--- config.mk ---
export PLATFORM = sky130hd
export DESIGN_NAME = awd_top
export DESIGN_NICKNAME = d
export VERILOG_FILES = /design/src/awd_pkg.sv /design/src/awd_start_sel.sv /design/src/awd_top.sv /design/src/awd_window.sv
export SDC_FILE = /design/constraint.sdc
export NUM_CORES = 1
export LEC_CHECK = 0
export ABC_AREA = 1
export BUFFER_PORTS_ARGS = -buffer_cell sky130_fd_sc_hd__buf_2
export CAP_MARGIN = 30
export CORE_MARGIN = 4
export CORE_UTILIZATION = 33
export DETAILED_ROUTE_END_ITERATION = 8
export GPL_TIMING_DRIVEN = 0
export PLACE_DENSITY_LB_ADDON = 0.1
export SLEW_MARGIN = 30
export SYNTH_ARGS = -nofsm -noshare
export SYNTH_HDL_FRONTEND = slang
export SYNTH_HIERARCHICAL = 1
export SYNTH_SLANG_ARGS = --single-unit
--- constraint.sdc ---
create_clock -name i_clk -period 2.5 [get_ports i_clk]
set_input_delay 0.5 -clock i_clk [delete_from_list [all_inputs] [get_ports i_clk]]
set_output_delay 0.5 -clock i_clk [all_outputs]
set_load 0.03 [all_outputs]
--- src/awd_pkg.sv ---
// Purpose: constants and helpers for converter control and window detect
// Assumes: byte-wide register port, 10 MHz system clock
// Notes: offsets are byte addresses on the plain register port
// Functional notes
// - enable clear holds converter shut down
// - enable set keeps converter ready for starts
// - normal track starts conversion immediately
// - delayed track adds three SAR clocks
// - source 000 starts on busy write one
// - sources 001/010/011 use timers 0/2/1
// - source 100 uses strobe rising edge
// - source 101 uses timer 3 overflow
// - window compare raises flag on condition
// - limits are two 16-bit byte pairs
// - limit order selects inside or outside
// - window flag readable in control register
// - greater high byte, read/write, resets ones
// - greater low byte, read/write, resets ones
// - less bytes read/write, reset to zero
// - results compared as unsigned 10-bit values
package awd_pkg;
	localparam logic [7:0] OFS_GT_LOW = 8'hC3;
	localparam logic [7:0] OFS_GT_HIGH = 8'hC4;
	localparam logic [7:0] OFS_LT_LOW = 8'hC5;
	localparam logic [7:0] OFS_LT_HIGH = 8'hC6;
	localparam logic [7:0] OFS_CONTROL = 8'hE8;
	localparam logic [7:0] OFS_IRQ_STATUS = 8'hF0;
	localparam logic [7:0] OFS_IRQ_CLEAR = 8'hF1;
	localparam logic [7:0] OFS_IRQ_ENABLE = 8'hF2;
	localparam logic [7:0] OFS_RESULT_LOW = 8'hF3;
	localparam logic [7:0] OFS_RESULT_HIGH = 8'hF4;
	localparam logic [7:0] RST_GT_BYTE = 8'hFF;
	localparam logic [7:0] RST_LT_BYTE = 8'h00;
	localparam logic [7:0] RST_CONTROL = 8'h00;
	localparam int BIT_ENABLE = 7;
	localparam int BIT_TRACK = 6;
	localparam int BIT_DONE = 5;
	localparam int BIT_BUSY = 4;
	localparam int BIT_WINDOW = 3;
	localparam int IRQ_DONE = 0;
	localparam int IRQ_WINDOW = 1;
	localparam logic [2:0] SRC_SOFT = 3'h0;
	localparam logic [2:0] SRC_TMR0 = 3'h1;
	localparam logic [2:0] SRC_TMR2 = 3'h2;
	localparam logic [2:0] SRC_TMR1 = 3'h3;
	localparam logic [2:0] SRC_STROBE = 3'h4;
	localparam logic [2:0] SRC_TMR3 = 3'h5;
	localparam int CLK_PERIOD_NS = 100;
	localparam int SAR_PERIOD_NS = 400;
	localparam int SAR_DIV = (SAR_PERIOD_NS + CLK_PERIOD_NS - 1) / CLK_PERIOD_NS;
	localparam logic [1:0] SAR_DIV_LAST = 2'(SAR_DIV - 1);
	localparam logic [1:0] DELAY_SAR_LAST = 2'h2;
	typedef enum logic [1:0] {ST_IDLE, ST_DELAY, ST_CONVERT} awd_state_t;
	function automatic logic [15:0] awd_word(input logic [7:0] hi, input logic [7:0] lo);
		return {hi, lo};
	endfunction
endpackage

--- src/awd_start_sel.sv ---
// Purpose: selects the start-of-conversion source
// Assumes: timer overflows are one-cycle pulses
// Notes: software start is handled by the caller
module awd_start_sel (
	// clock and reset
	input wire logic i_clk,
	input wire logic i_resetn,
	// source select
	input wire logic [2:0] i_sel,
	// start sources
	input wire logic i_tmr0_ovf,
	input wire logic i_tmr1_ovf,
	input wire logic i_tmr2_ovf,
	input wire logic i_tmr3_ovf,
	input wire logic i_strobe,
	// hardware start request
	output logic o_go
);
	import awd_pkg::*;
	logic strobe_prev;
	always_ff @(posedge i_clk or negedge i_resetn) begin
		if (!i_resetn) begin
			strobe_prev <= 1'b0;
		end else begin
			strobe_prev <= i_strobe;
		end
	end
	always_comb begin
		unique case (i_sel)
			SRC_TMR0: o_go = i_tmr0_ovf;
			SRC_TMR2: o_go = i_tmr2_ovf;
			SRC_TMR1: o_go = i_tmr1_ovf;
			SRC_STROBE: o_go = i_strobe && !strobe_prev;
			SRC_TMR3: o_go = i_tmr3_ovf;
			default: o_go = 1'b0;
		endcase
	end
endmodule

--- src/awd_top.sv ---
// Purpose: converter control with window detector and register port
// Assumes: analog core converts while o_core_start has begun it
// Notes: read data appear one cycle after the read strobe
//
// Design decision made here: the plain strobed port.
module awd_top (
	// clock and reset
	input wire logic i_clk,
	input wire logic i_resetn,
	// register port
	input wire logic [7:0] i_addr,
	input wire logic [7:0] i_wdata,
	input wire logic i_wr,
	input wire logic i_rd,
	output logic [7:0] o_rdata,
	// start sources
	input wire logic i_tmr0_ovf,
	input wire logic i_tmr1_ovf,
	input wire logic i_tmr2_ovf,
	input wire logic i_tmr3_ovf,
	input wire logic i_ext_strobe,
	// analog core
	input wire logic i_core_done,
	input wire logic [9:0] i_core_result,
	output logic o_core_enable,
	output logic o_core_track,
	output logic o_core_start,
	// interrupt
	output logic o_irq
);
	import awd_pkg::*;

	awd_state_t state;
	awd_state_t next_state;
	logic enable;
	logic track_mode;
	logic [2:0] source;
	logic done_flag;
	logic window_flag;
	logic [7:0] gt_high;
	logic [7:0] gt_low;
	logic [7:0] lt_high;
	logic [7:0] lt_low;
	logic [9:0] result;
	logic [1:0] irq_status;
	logic [1:0] irq_enable;
	logic [1:0] sar_div;
	logic [1:0] sar_count;
	logic sar_tick;
	logic hw_go;
	logic soft_go;
	logic go;
	logic match;
	logic done_event;
	logic wr_control;
	logic launch;
	logic idle_ready;

	assign wr_control = i_wr && (i_addr == OFS_CONTROL);
	assign soft_go = wr_control && i_wdata[BIT_BUSY] && (source == SRC_SOFT);
	assign go = enable && (soft_go || hw_go);
	assign done_event = (state == ST_CONVERT) && i_core_done;
	assign sar_tick = (sar_div == SAR_DIV_LAST);
	assign launch = (next_state == ST_CONVERT) && (state != ST_CONVERT);
	assign idle_ready = enable && (state == ST_IDLE) && !wr_control;

	awd_start_sel u_start_sel (
		.i_clk(i_clk),
		.i_resetn(i_resetn),
		.i_sel(source),
		.i_tmr0_ovf(i_tmr0_ovf),
		.i_tmr1_ovf(i_tmr1_ovf),
		.i_tmr2_ovf(i_tmr2_ovf),
		.i_tmr3_ovf(i_tmr3_ovf),
		.i_strobe(i_ext_strobe),
		.o_go(hw_go)
	);

	awd_window u_window (
		.i_result(i_core_result),
		.i_gt_word(awd_word(gt_high, gt_low)),
		.i_lt_word(awd_word(lt_high, lt_low)),
		.o_match(match)
	);

	// sequencing of tracking and conversion
	always_comb begin
		next_state = state;
		if (!enable) begin
			next_state = ST_IDLE;
		end else begin
			unique case (state)
				ST_IDLE: begin
					if (go) begin
						next_state = track_mode ? ST_DELAY : ST_CONVERT;
					end
				end
				ST_DELAY: begin
					if (sar_tick && (sar_count == DELAY_SAR_LAST)) begin
						next_state = ST_CONVERT;
					end
				end
				ST_CONVERT: begin
					if (i_core_done) begin
						next_state = ST_IDLE;
					end
				end
			endcase
		end
	end

	always_ff @(posedge i_clk or negedge i_resetn) begin
		if (!i_resetn) begin
			state <= ST_IDLE;
		end else begin
			state <= next_state;
		end
	end

	// SAR clock divider restarts with each delayed track
	always_ff @(posedge i_clk or negedge i_resetn) begin
		if (!i_resetn) begin
			sar_div <= 2'h0;
			sar_count <= 2'h0;
		end else if (state != ST_DELAY) begin
			sar_div <= 2'h0;
			sar_count <= 2'h0;
		end else if (sar_tick) begin
			sar_div <= 2'h0;
			sar_count <= sar_count + 2'h1;
		end else begin
			sar_div <= sar_div + 2'h1;
		end
	end

	// core control outputs
	always_ff @(posedge i_clk or negedge i_resetn) begin
		if (!i_resetn) begin
			o_core_enable <= 1'b0;
			o_core_track <= 1'b0;
			o_core_start <= 1'b0;
		end else begin
			o_core_enable <= enable;
			o_core_track <= enable && (next_state != ST_CONVERT);
			o_core_start <= enable && launch;
		end
	end

	// control register fields
	always_ff @(posedge i_clk or negedge i_resetn) begin
		if (!i_resetn) begin
			enable <= RST_CONTROL[BIT_ENABLE];
			track_mode <= RST_CONTROL[BIT_TRACK];
			source <= RST_CONTROL[2:0];
		end else if (wr_control) begin
			enable <= i_wdata[BIT_ENABLE];
			track_mode <= i_wdata[BIT_TRACK];
			source <= i_wdata[2:0];
		end
	end

	// sticky flags: a new event beats a clearing write
	always_ff @(posedge i_clk or negedge i_resetn) begin
		if (!i_resetn) begin
			done_flag <= 1'b0;
			window_flag <= 1'b0;
		end else begin
			if (done_event) begin
				done_flag <= 1'b1;
			end else if (wr_control && !i_wdata[BIT_DONE]) begin
				done_flag <= 1'b0;
			end
			if (done_event && match) begin
				window_flag <= 1'b1;
			end else if (wr_control && !i_wdata[BIT_WINDOW]) begin
				window_flag <= 1'b0;
			end
		end
	end

	// result latch
	always_ff @(posedge i_clk or negedge i_resetn) begin
		if (!i_resetn) begin
			result <= 10'h000;
		end else if (done_event) begin
			result <= i_core_result;
		end
	end

	// window limit registers
	always_ff @(posedge i_clk or negedge i_resetn) begin
		if (!i_resetn) begin
			gt_high <= RST_GT_BYTE;
			gt_low <= RST_GT_BYTE;
			lt_high <= RST_LT_BYTE;
			lt_low <= RST_LT_BYTE;
		end else if (i_wr) begin
			if (i_addr == OFS_GT_HIGH) begin
				gt_high <= i_wdata;
			end
			if (i_addr == OFS_GT_LOW) begin
				gt_low <= i_wdata;
			end
			if (i_addr == OFS_LT_HIGH) begin
				lt_high <= i_wdata;
			end
			if (i_addr == OFS_LT_LOW) begin
				lt_low <= i_wdata;
			end
		end
	end

	// interrupt status, enable and output
	always_ff @(posedge i_clk or negedge i_resetn) begin
		if (!i_resetn) begin
			irq_status <= 2'h0;
			irq_enable <= 2'h0;
			o_irq <= 1'b0;
		end else begin
			if (done_event) begin
				irq_status[IRQ_DONE] <= 1'b1;
			end else if (i_wr && (i_addr == OFS_IRQ_CLEAR) && i_wdata[IRQ_DONE]) begin
				irq_status[IRQ_DONE] <= 1'b0;
			end
			if (done_event && match) begin
				irq_status[IRQ_WINDOW] <= 1'b1;
			end else if (i_wr && (i_addr == OFS_IRQ_CLEAR) && i_wdata[IRQ_WINDOW]) begin
				irq_status[IRQ_WINDOW] <= 1'b0;
			end
			if (i_wr && (i_addr == OFS_IRQ_ENABLE)) begin
				irq_enable <= i_wdata[1:0];
			end
			o_irq <= |(irq_status & irq_enable);
		end
	end

	// read data, one cycle after the strobe
	always_ff @(posedge i_clk or negedge i_resetn) begin
		if (!i_resetn) begin
			o_rdata <= 8'h00;
		end else if (i_rd) begin
			unique case (i_addr)
				OFS_CONTROL: begin
					o_rdata <= {enable, track_mode, done_flag, (state != ST_IDLE),
						window_flag, source};
				end
				OFS_GT_HIGH: o_rdata <= gt_high;
				OFS_GT_LOW: o_rdata <= gt_low;
				OFS_LT_HIGH: o_rdata <= lt_high;
				OFS_LT_LOW: o_rdata <= lt_low;
				OFS_IRQ_STATUS: o_rdata <= {6'h00, irq_status};
				OFS_IRQ_ENABLE: o_rdata <= {6'h00, irq_enable};
				OFS_RESULT_LOW: o_rdata <= result[7:0];
				OFS_RESULT_HIGH: o_rdata <= {6'h00, result[9:8]};
				default: o_rdata <= 8'h00;
			endcase
		end else begin
			o_rdata <= 8'h00;
		end
	end
endmodule

--- src/awd_window.sv ---
// Purpose: window comparison of a result against two limit words
// Assumes: result is unsigned and right aligned
// Notes: purely combinational
module awd_window (
	// result and limits
	input wire logic [9:0] i_result,
	input wire logic [15:0] i_gt_word,
	input wire logic [15:0] i_lt_word,
	// comparison outcome
	output logic o_match
);
	import awd_pkg::*;
	logic [15:0] value;
	logic above;
	logic below;
	assign value = {6'h00, i_result};
	assign above = value > i_gt_word;
	assign below = value < i_lt_word;
	// limit order picks inside or outside
	assign o_match = (i_lt_word > i_gt_word) ? (above && below) : (above || below);
endmodule
-- After elaboration in Yosys (flattened, before gate mapping)
Index checks and enable logic that the tools add are counted.
- logic and storage cells: 109
- input port bits: 36
- memories kept: 0
- RAM bits: 0
- output and inout port bits: 12
- bits in latches: 0
- ROM bits: 0
- register bits: 72
- divide/modulo/power cells: 0
- shift operators: 0
- equal/unequal tests: 23
- $lt $le $gt $ge: 3
- $mul: 0
- reductions and logical operators: 36
- muxes and demuxes: 22
- $add $sub $neg: 2
- bitwise logic cells: 1
- operators with widths (cell ; number):
    8-bit equality test (second input constant) ; 10
    8-bit one-hot mux with 9 select lines ; 1
    1-bit logical AND ; 18
    2-bit two-way mux ; 9
    10-bit by 16-bit greater-than comparator with 1-bit output ; 1
    16-bit greater-than comparator ; 1
    10-bit by 16-bit less-than comparator with 1-bit output ; 1
    2-bit nonzero test ; 6
    1-bit two-way mux ; 9
    2-bit equality test (second input constant) ; 4
    8-bit two-way mux ; 1
    2-bit AND reduction ; 4
    3-bit by 2-bit equality test with 1-bit output (second input constant) ; 2
    3-bit equality test (second input constant) ; 2
    2-bit one-hot mux with 3 select lines ; 1
    1-bit one-hot mux with 5 select lines ; 1
    2-bit by 1-bit adder with 2-bit output (second input constant) ; 2
    2-bit != test (second input constant) ; 2
    3-bit by 1-bit equality test with 1-bit output (second input constant) ; 1
    1-bit logical NOT ; 3
    3-bit logical NOT ; 1
    2-bit AND ; 1
    2-bit by 1-bit equality test with 1-bit output (second input constant) ; 1
    2-bit logical NOT ; 1
    3 further kinds ; 4

-- Longest topological paths before layout
- depth in word-level cells: 12
- mapped depth: 17

-- By module
Netlist, hierarchy kept.
- modules (own cells, without submodules) (module ; area an instance (µm²) ; cells an instance ; times used):
    awd_top ; 3373.2 ; 372 ; 1
    awd_window ; 1047.3 ; 175 ; 1
    awd_start_sel ; 96.3 ; 19 ; 1

-- Least setup slack after synthesis
Ideal clock, no wire load.
- kind: reg-to-reg
- start: register gt_high[7]
- end: register window_flag
- arrival: 1614 ps
- cell stages (with the launch flop): 14
- setup time: 123 ps
- buffers on the path: 0
- setup slack: 763 ps
- cells stage by stage: dfstp_2 > inv_1 > ha_1 > nand2_1 > nor2_1 > nand2_1 > inv_1 > nand2_1 > a21oi_2 > inv_1 > nand2_1 > nand2_1 > nand3_1 > nand2_1
- word-level cells in the longest chain between the ends: 5
- elaborated cells on any way between the ends: 8
- those cells by class: order compare: 2; mux: 2; reduce/logical: 4
- RTL lines (what ; RTL line ; text):
    start, declared ; awd_top.sv:40 ; logic [7:0] gt_high;
    start signal, assigned ; awd_top.sv:199 ; gt_high <= i_wdata;
    10-bit by 16-bit greater-than comparator with 1-bit output ; awd_window.sv:17 ; assign above = value > i_gt_word;
    1-bit logical OR / 1-bit logical AND (equally long branches) ; awd_window.sv:20 ; assign o_match = (i_lt_word > i_gt_word) ? (above && below) : (above || below);
    1-bit two-way mux (*) ; awd_window.sv:20 ;
    named net match ; awd_top.sv:53 ; logic match;
    1-bit logical AND (*) ; awd_top.sv:173 ; if (done_event && match) begin
    1-bit two-way mux / 2-bit nonzero test (equally long branches) ; -- ;
    end signal, assigned ; awd_top.sv:166 ; window_flag <= 1'b0;
    end signal, assigned ; awd_top.sv:174 ; window_flag <= 1'b1;
    end signal, assigned ; awd_top.sv:176 ; window_flag <= 1'b0;
    end, declared ; awd_top.sv:39 ; logic window_flag;
The timed path passes the listed nets; every way through them passes the cells marked *.
A chain may end at the register's enable or synchronous reset.

-- Final worst setup path
Same ends and word-level chain as after synthesis.

==> flow_metrics.env <==
export IMPL_firstDrtPassIters=4
export IMPL_grt_setup_unrepaired="false"
export IMPL_synth_avg_cell_area_sq_um=7.98
export IMPL_synth_main_ff_cell="dfrtp_1"
export IMPL_dr_wl_met3_microns=478
export IMPL_synth_mux_area_frac=0.00997
export IMPL_antennaDiodeCount=0
export IMPL_gp_routability_congestion=0.847
export IMPL_setup_violations=0
export IMPL_internal_power_mw=2.15
export IMPL_sw_frac_of_total=0.269
export IMPL_slew_viol_final=0
export IMPL_finalCritPeriodShare=0.829
export IMPL_grt_pass1_vias=3763
export IMPL_synth_top_cell_area_share=0.310
export IMPL_cts_buffers=9
export IMPL_crit_path_end_kind="flip-flop"
export IMPL_crit_required_ns=2.72
export IMPL_pwr_share_clk=0.422
export IMPL_p_comb_frac=0.147
export IMPL_synth_compound_area_frac=0.125
export IMPL_power_density_mw_per_mm2=558
export IMPL_relSlewSlack=0.545
export IMPL_max_freq_ghz=0.482
export IMPL_setup_tns_ns=0
export IMPL_vias_per_cell=4.64
export IMPL_dp_hpwl_microns=9560
export IMPL_path_max_fanout=4
export IMPL_overflow=0
export IMPL_die_area_sq_mm=0.0156
export IMPL_synth_edff_count=0
export IMPL_finalHoldViolCount=0
export IMPL_totalWireLength_microns=11800
export IMPL_wl_met1_microns=5820
export IMPL_core_sq_mm=0.0133
export IMPL_synth_simple_gate_area_frac=0.263
export IMPL_vias=3737
export IMPL_rows=42
export IMPL_start_util=0.338
export IMPL_gr_usage_all_layers=0.159
export IMPL_p_leak_nw=2.68
export IMPL_wl_per_cell_microns=14.6
export IMPL_synth_area_sq_mm=0.00452
export IMPL_vdd_ir_drop_max_mv=0.353
export IMPL_start_kind="flip-flop"
export IMPL_fin_skew_ns=0.00864
export IMPL_drc=0
export IMPL_die_y_microns=125
export IMPL_cts_tree="built"
export IMPL_post_cts_resize_count=0
export IMPL_synth_fa_ha_area_frac=0.111
export IMPL_finalNetCount=700
export IMPL_cts_root_buf="clkbuf_16"
export IMPL_grt_max_degree=47
export IMPL_worst_pin_slew_ns=0.682
export IMPL_clock_path_buffers=2
export IMPL_ant_nets=0
export IMPL_antenna_found_initial=0
export IMPL_design_area_sq_mm=0.00528
export IMPL_dpl_cell_area_sq_mm=0.00500
export IMPL_drt_iter0_drc=165
export IMPL_synth_xor_area_frac=0
export IMPL_synth_cell_type_count=37
export IMPL_drv_cap=0
export IMPL_status="finished clean"
export IMPL_holdBufCountCts=0
export IMPL_period_minus_slack_ns=2.07
export IMPL_cts_htree_levels=3
export IMPL_synth_nets=642
export IMPL_io_buffers=46
export IMPL_yosys_warnings=6
export IMPL_route_met2_wl_microns=5250
export IMPL_cts_setup_buffers=0
export IMPL_fillers=1438
export IMPL_synth_area_top_cells="dfrtp_1 (31%), nand2_1 (13%), ha_1 (11%), dfstp_2 (9.3%), inv_1 (7.1%)"
export IMPL_highest_layer="met4"
export IMPL_switchingPower_uw=792
export IMPL_p_seq_frac=0.431
export IMPL_die_w_microns=125
export IMPL_area_delta_synth_final_pct=16.9
export IMPL_yosys_area_top_type="dfrtp_1"
export IMPL_ys_seq_area_frac=0.403
export IMPL_clk_latency_ns=0.33
export IMPL_drive_gt1_frac=0.216
export IMPL_cts_sinks=72
export IMPL_synthCells=566
export IMPL_crit_type="reg -> reg"
export IMPL_grt_pass1_wl_microns=19800
export IMPL_async_flop_share=1.00
export IMPL_arrival_ns=2.29
export IMPL_path_clk_slew_ns=0.06
export IMPL_hold_path_class="in -> async"
export IMPL_synth_seq_cells=72
export IMPL_synth_top_family_by_area="simple AND/OR/NAND/NOR gates"
export IMPL_pin_count=48
==> layout make-up <==
class,instances,area (sq um),share of cell area
timing repair buffer,47,260,0.0493
tap,176,220,0.0417
buffer,7,51.3,0.00972
clock inverter,4,45.0,0.00853
inverter,92,345,0.0654
clock buffer,12,236,0.0448
multi-input combinational,395,2300,0.435
sequential,72,1820,0.345
==> through the flow <==
step | setup slack (ns) | total power [mW] | std cells | util | hold slack (ns)
detailed placement | 0.377 | 1.73 | 789 | 0.374 | 0.426
finish | 0.427 | 2.95 | 805 | 0.395 | 0.0841
CTS | 0.400 | 2.98 | 805 | 0.395 | 0.0894
global route | 0.257 | 3.11 | 805 | 0.395 | 0.0978
floorplan | 0.763 | 1.56 | 566 | - | 0.204
global placement | 0.372 | 1.71 | 788 | 0.372 | 0.417
==> per-layer routing <==
layer	global-route usage	vias up
met5	0	-
met4	0.0587	0
met3	0.0273	12
met2	0.239	56
met1	0.229	1739
li1	-	1930
==> critical path: stages (launching register included) <==
cell     delay (ns)
dfstp_2        0.58
inv_1          0.06
ha_1           0.29
nand2_1        0.07
nor2_1         0.18
nand2_1        0.12
inv_1          0.06
nand2_1        0.06
a21oi_2        0.15
inv_1          0.05
nand2_1        0.06
nand2_1        0.08
nand3_1        0.13
nand2_1        0.06
==> synthesized netlist by cell type, drive strengths merged, types with 9 or more instances <==
cell,count
o21ai,50
inv,92
a21oi,30
nand2,168
nor3,9
ha,40
dfrtp,56
dfstp,16
nor2,46
nand3,22
==> power groups by stage <==
| stage | logic, mW | clock network [mW] | registers, mW |
|---|---|---|---|
| after floorplan | 0.285 | 0 | 1.28 |
| after global placement | 0.422 | 0 | 1.29 |
| after detailed placement | 0.437 | 0 | 1.29 |
| after CTS | 0.440 | 1.28 | 1.27 |
| after global routing | 0.501 | 1.33 | 1.28 |
| final | 0.433 | 1.24 | 1.27 |
==> final timing paths <==
path / startpoint / endpoint / slack [ns] / cells past startpoint
min in group i_clk: i_ext_strobe / u_start_sel/strobe_prev$_DFF_PN0_ / 0.28 / 1
worst max-delay path: gt_high[7]$_DFFE_PN1P_ / window_flag$_DFFE_PN0P_ / 0.43 / 13
max in group asynchronous: i_resetn / gt_low[1]$_DFFE_PN1P_ / 1.80 / 2
worst min-delay path: i_resetn / sar_div[0]$_DFF_PN0_ / 0.08 / 1
worst max register to register: gt_high[7]$_DFFE_PN1P_ / window_flag$_DFFE_PN0P_ / 0.43 / 13
worst min register to register: sar_div[0]$_DFF_PN0_ / sar_div[0]$_DFF_PN0_ / 0.43 / 1
==> placed cells by master (no fill, tap or decap), types with 2 or more instances in the layout <==
master     count
o22ai_1        5
ha_1          40
clkbuf_16      9
o21ai_2       13
clkinv_2       3
o21ai_1       24
nand2_1      155
a21o_1         3
a21oi_1       28
nand2_2       10
nor2_4         3
nor3_4         4
dfstp_2       16
inv_2          6
nand3_2        3
a211oi_1       5
inv_1         86
nand3_1       18
buf_2         47
nor2_2         3
nor2_1        40
nand4_1        4
a21oi_2        2
clkbuf_1       5
nor3_1         5
dfrtp_1       56
nand2_4        3
mux2_2         4
or2_1          2
o21ai_0       13
buf_6          3
==> flip-flops by register name (all words and copies together), names as in the netlist, 2 cells and up <==
signal and cells:
result 10, gt_high 8, gt_low 8, lt_high 8, lt_low 8, o_rdata 8
source 3, irq_enable 2, irq_status 2, sar_count 2, sar_div 2, state 2
==> logic make-up after synthesis <==
kind of cell,count (synthesis)
AOI/OAI and AO/OA,95
and+or+nand+nor,256
muxes,4
DFF,72
adders and majority gates,40
buffers and inverters,99
Power figures use the tool's default switching activity.
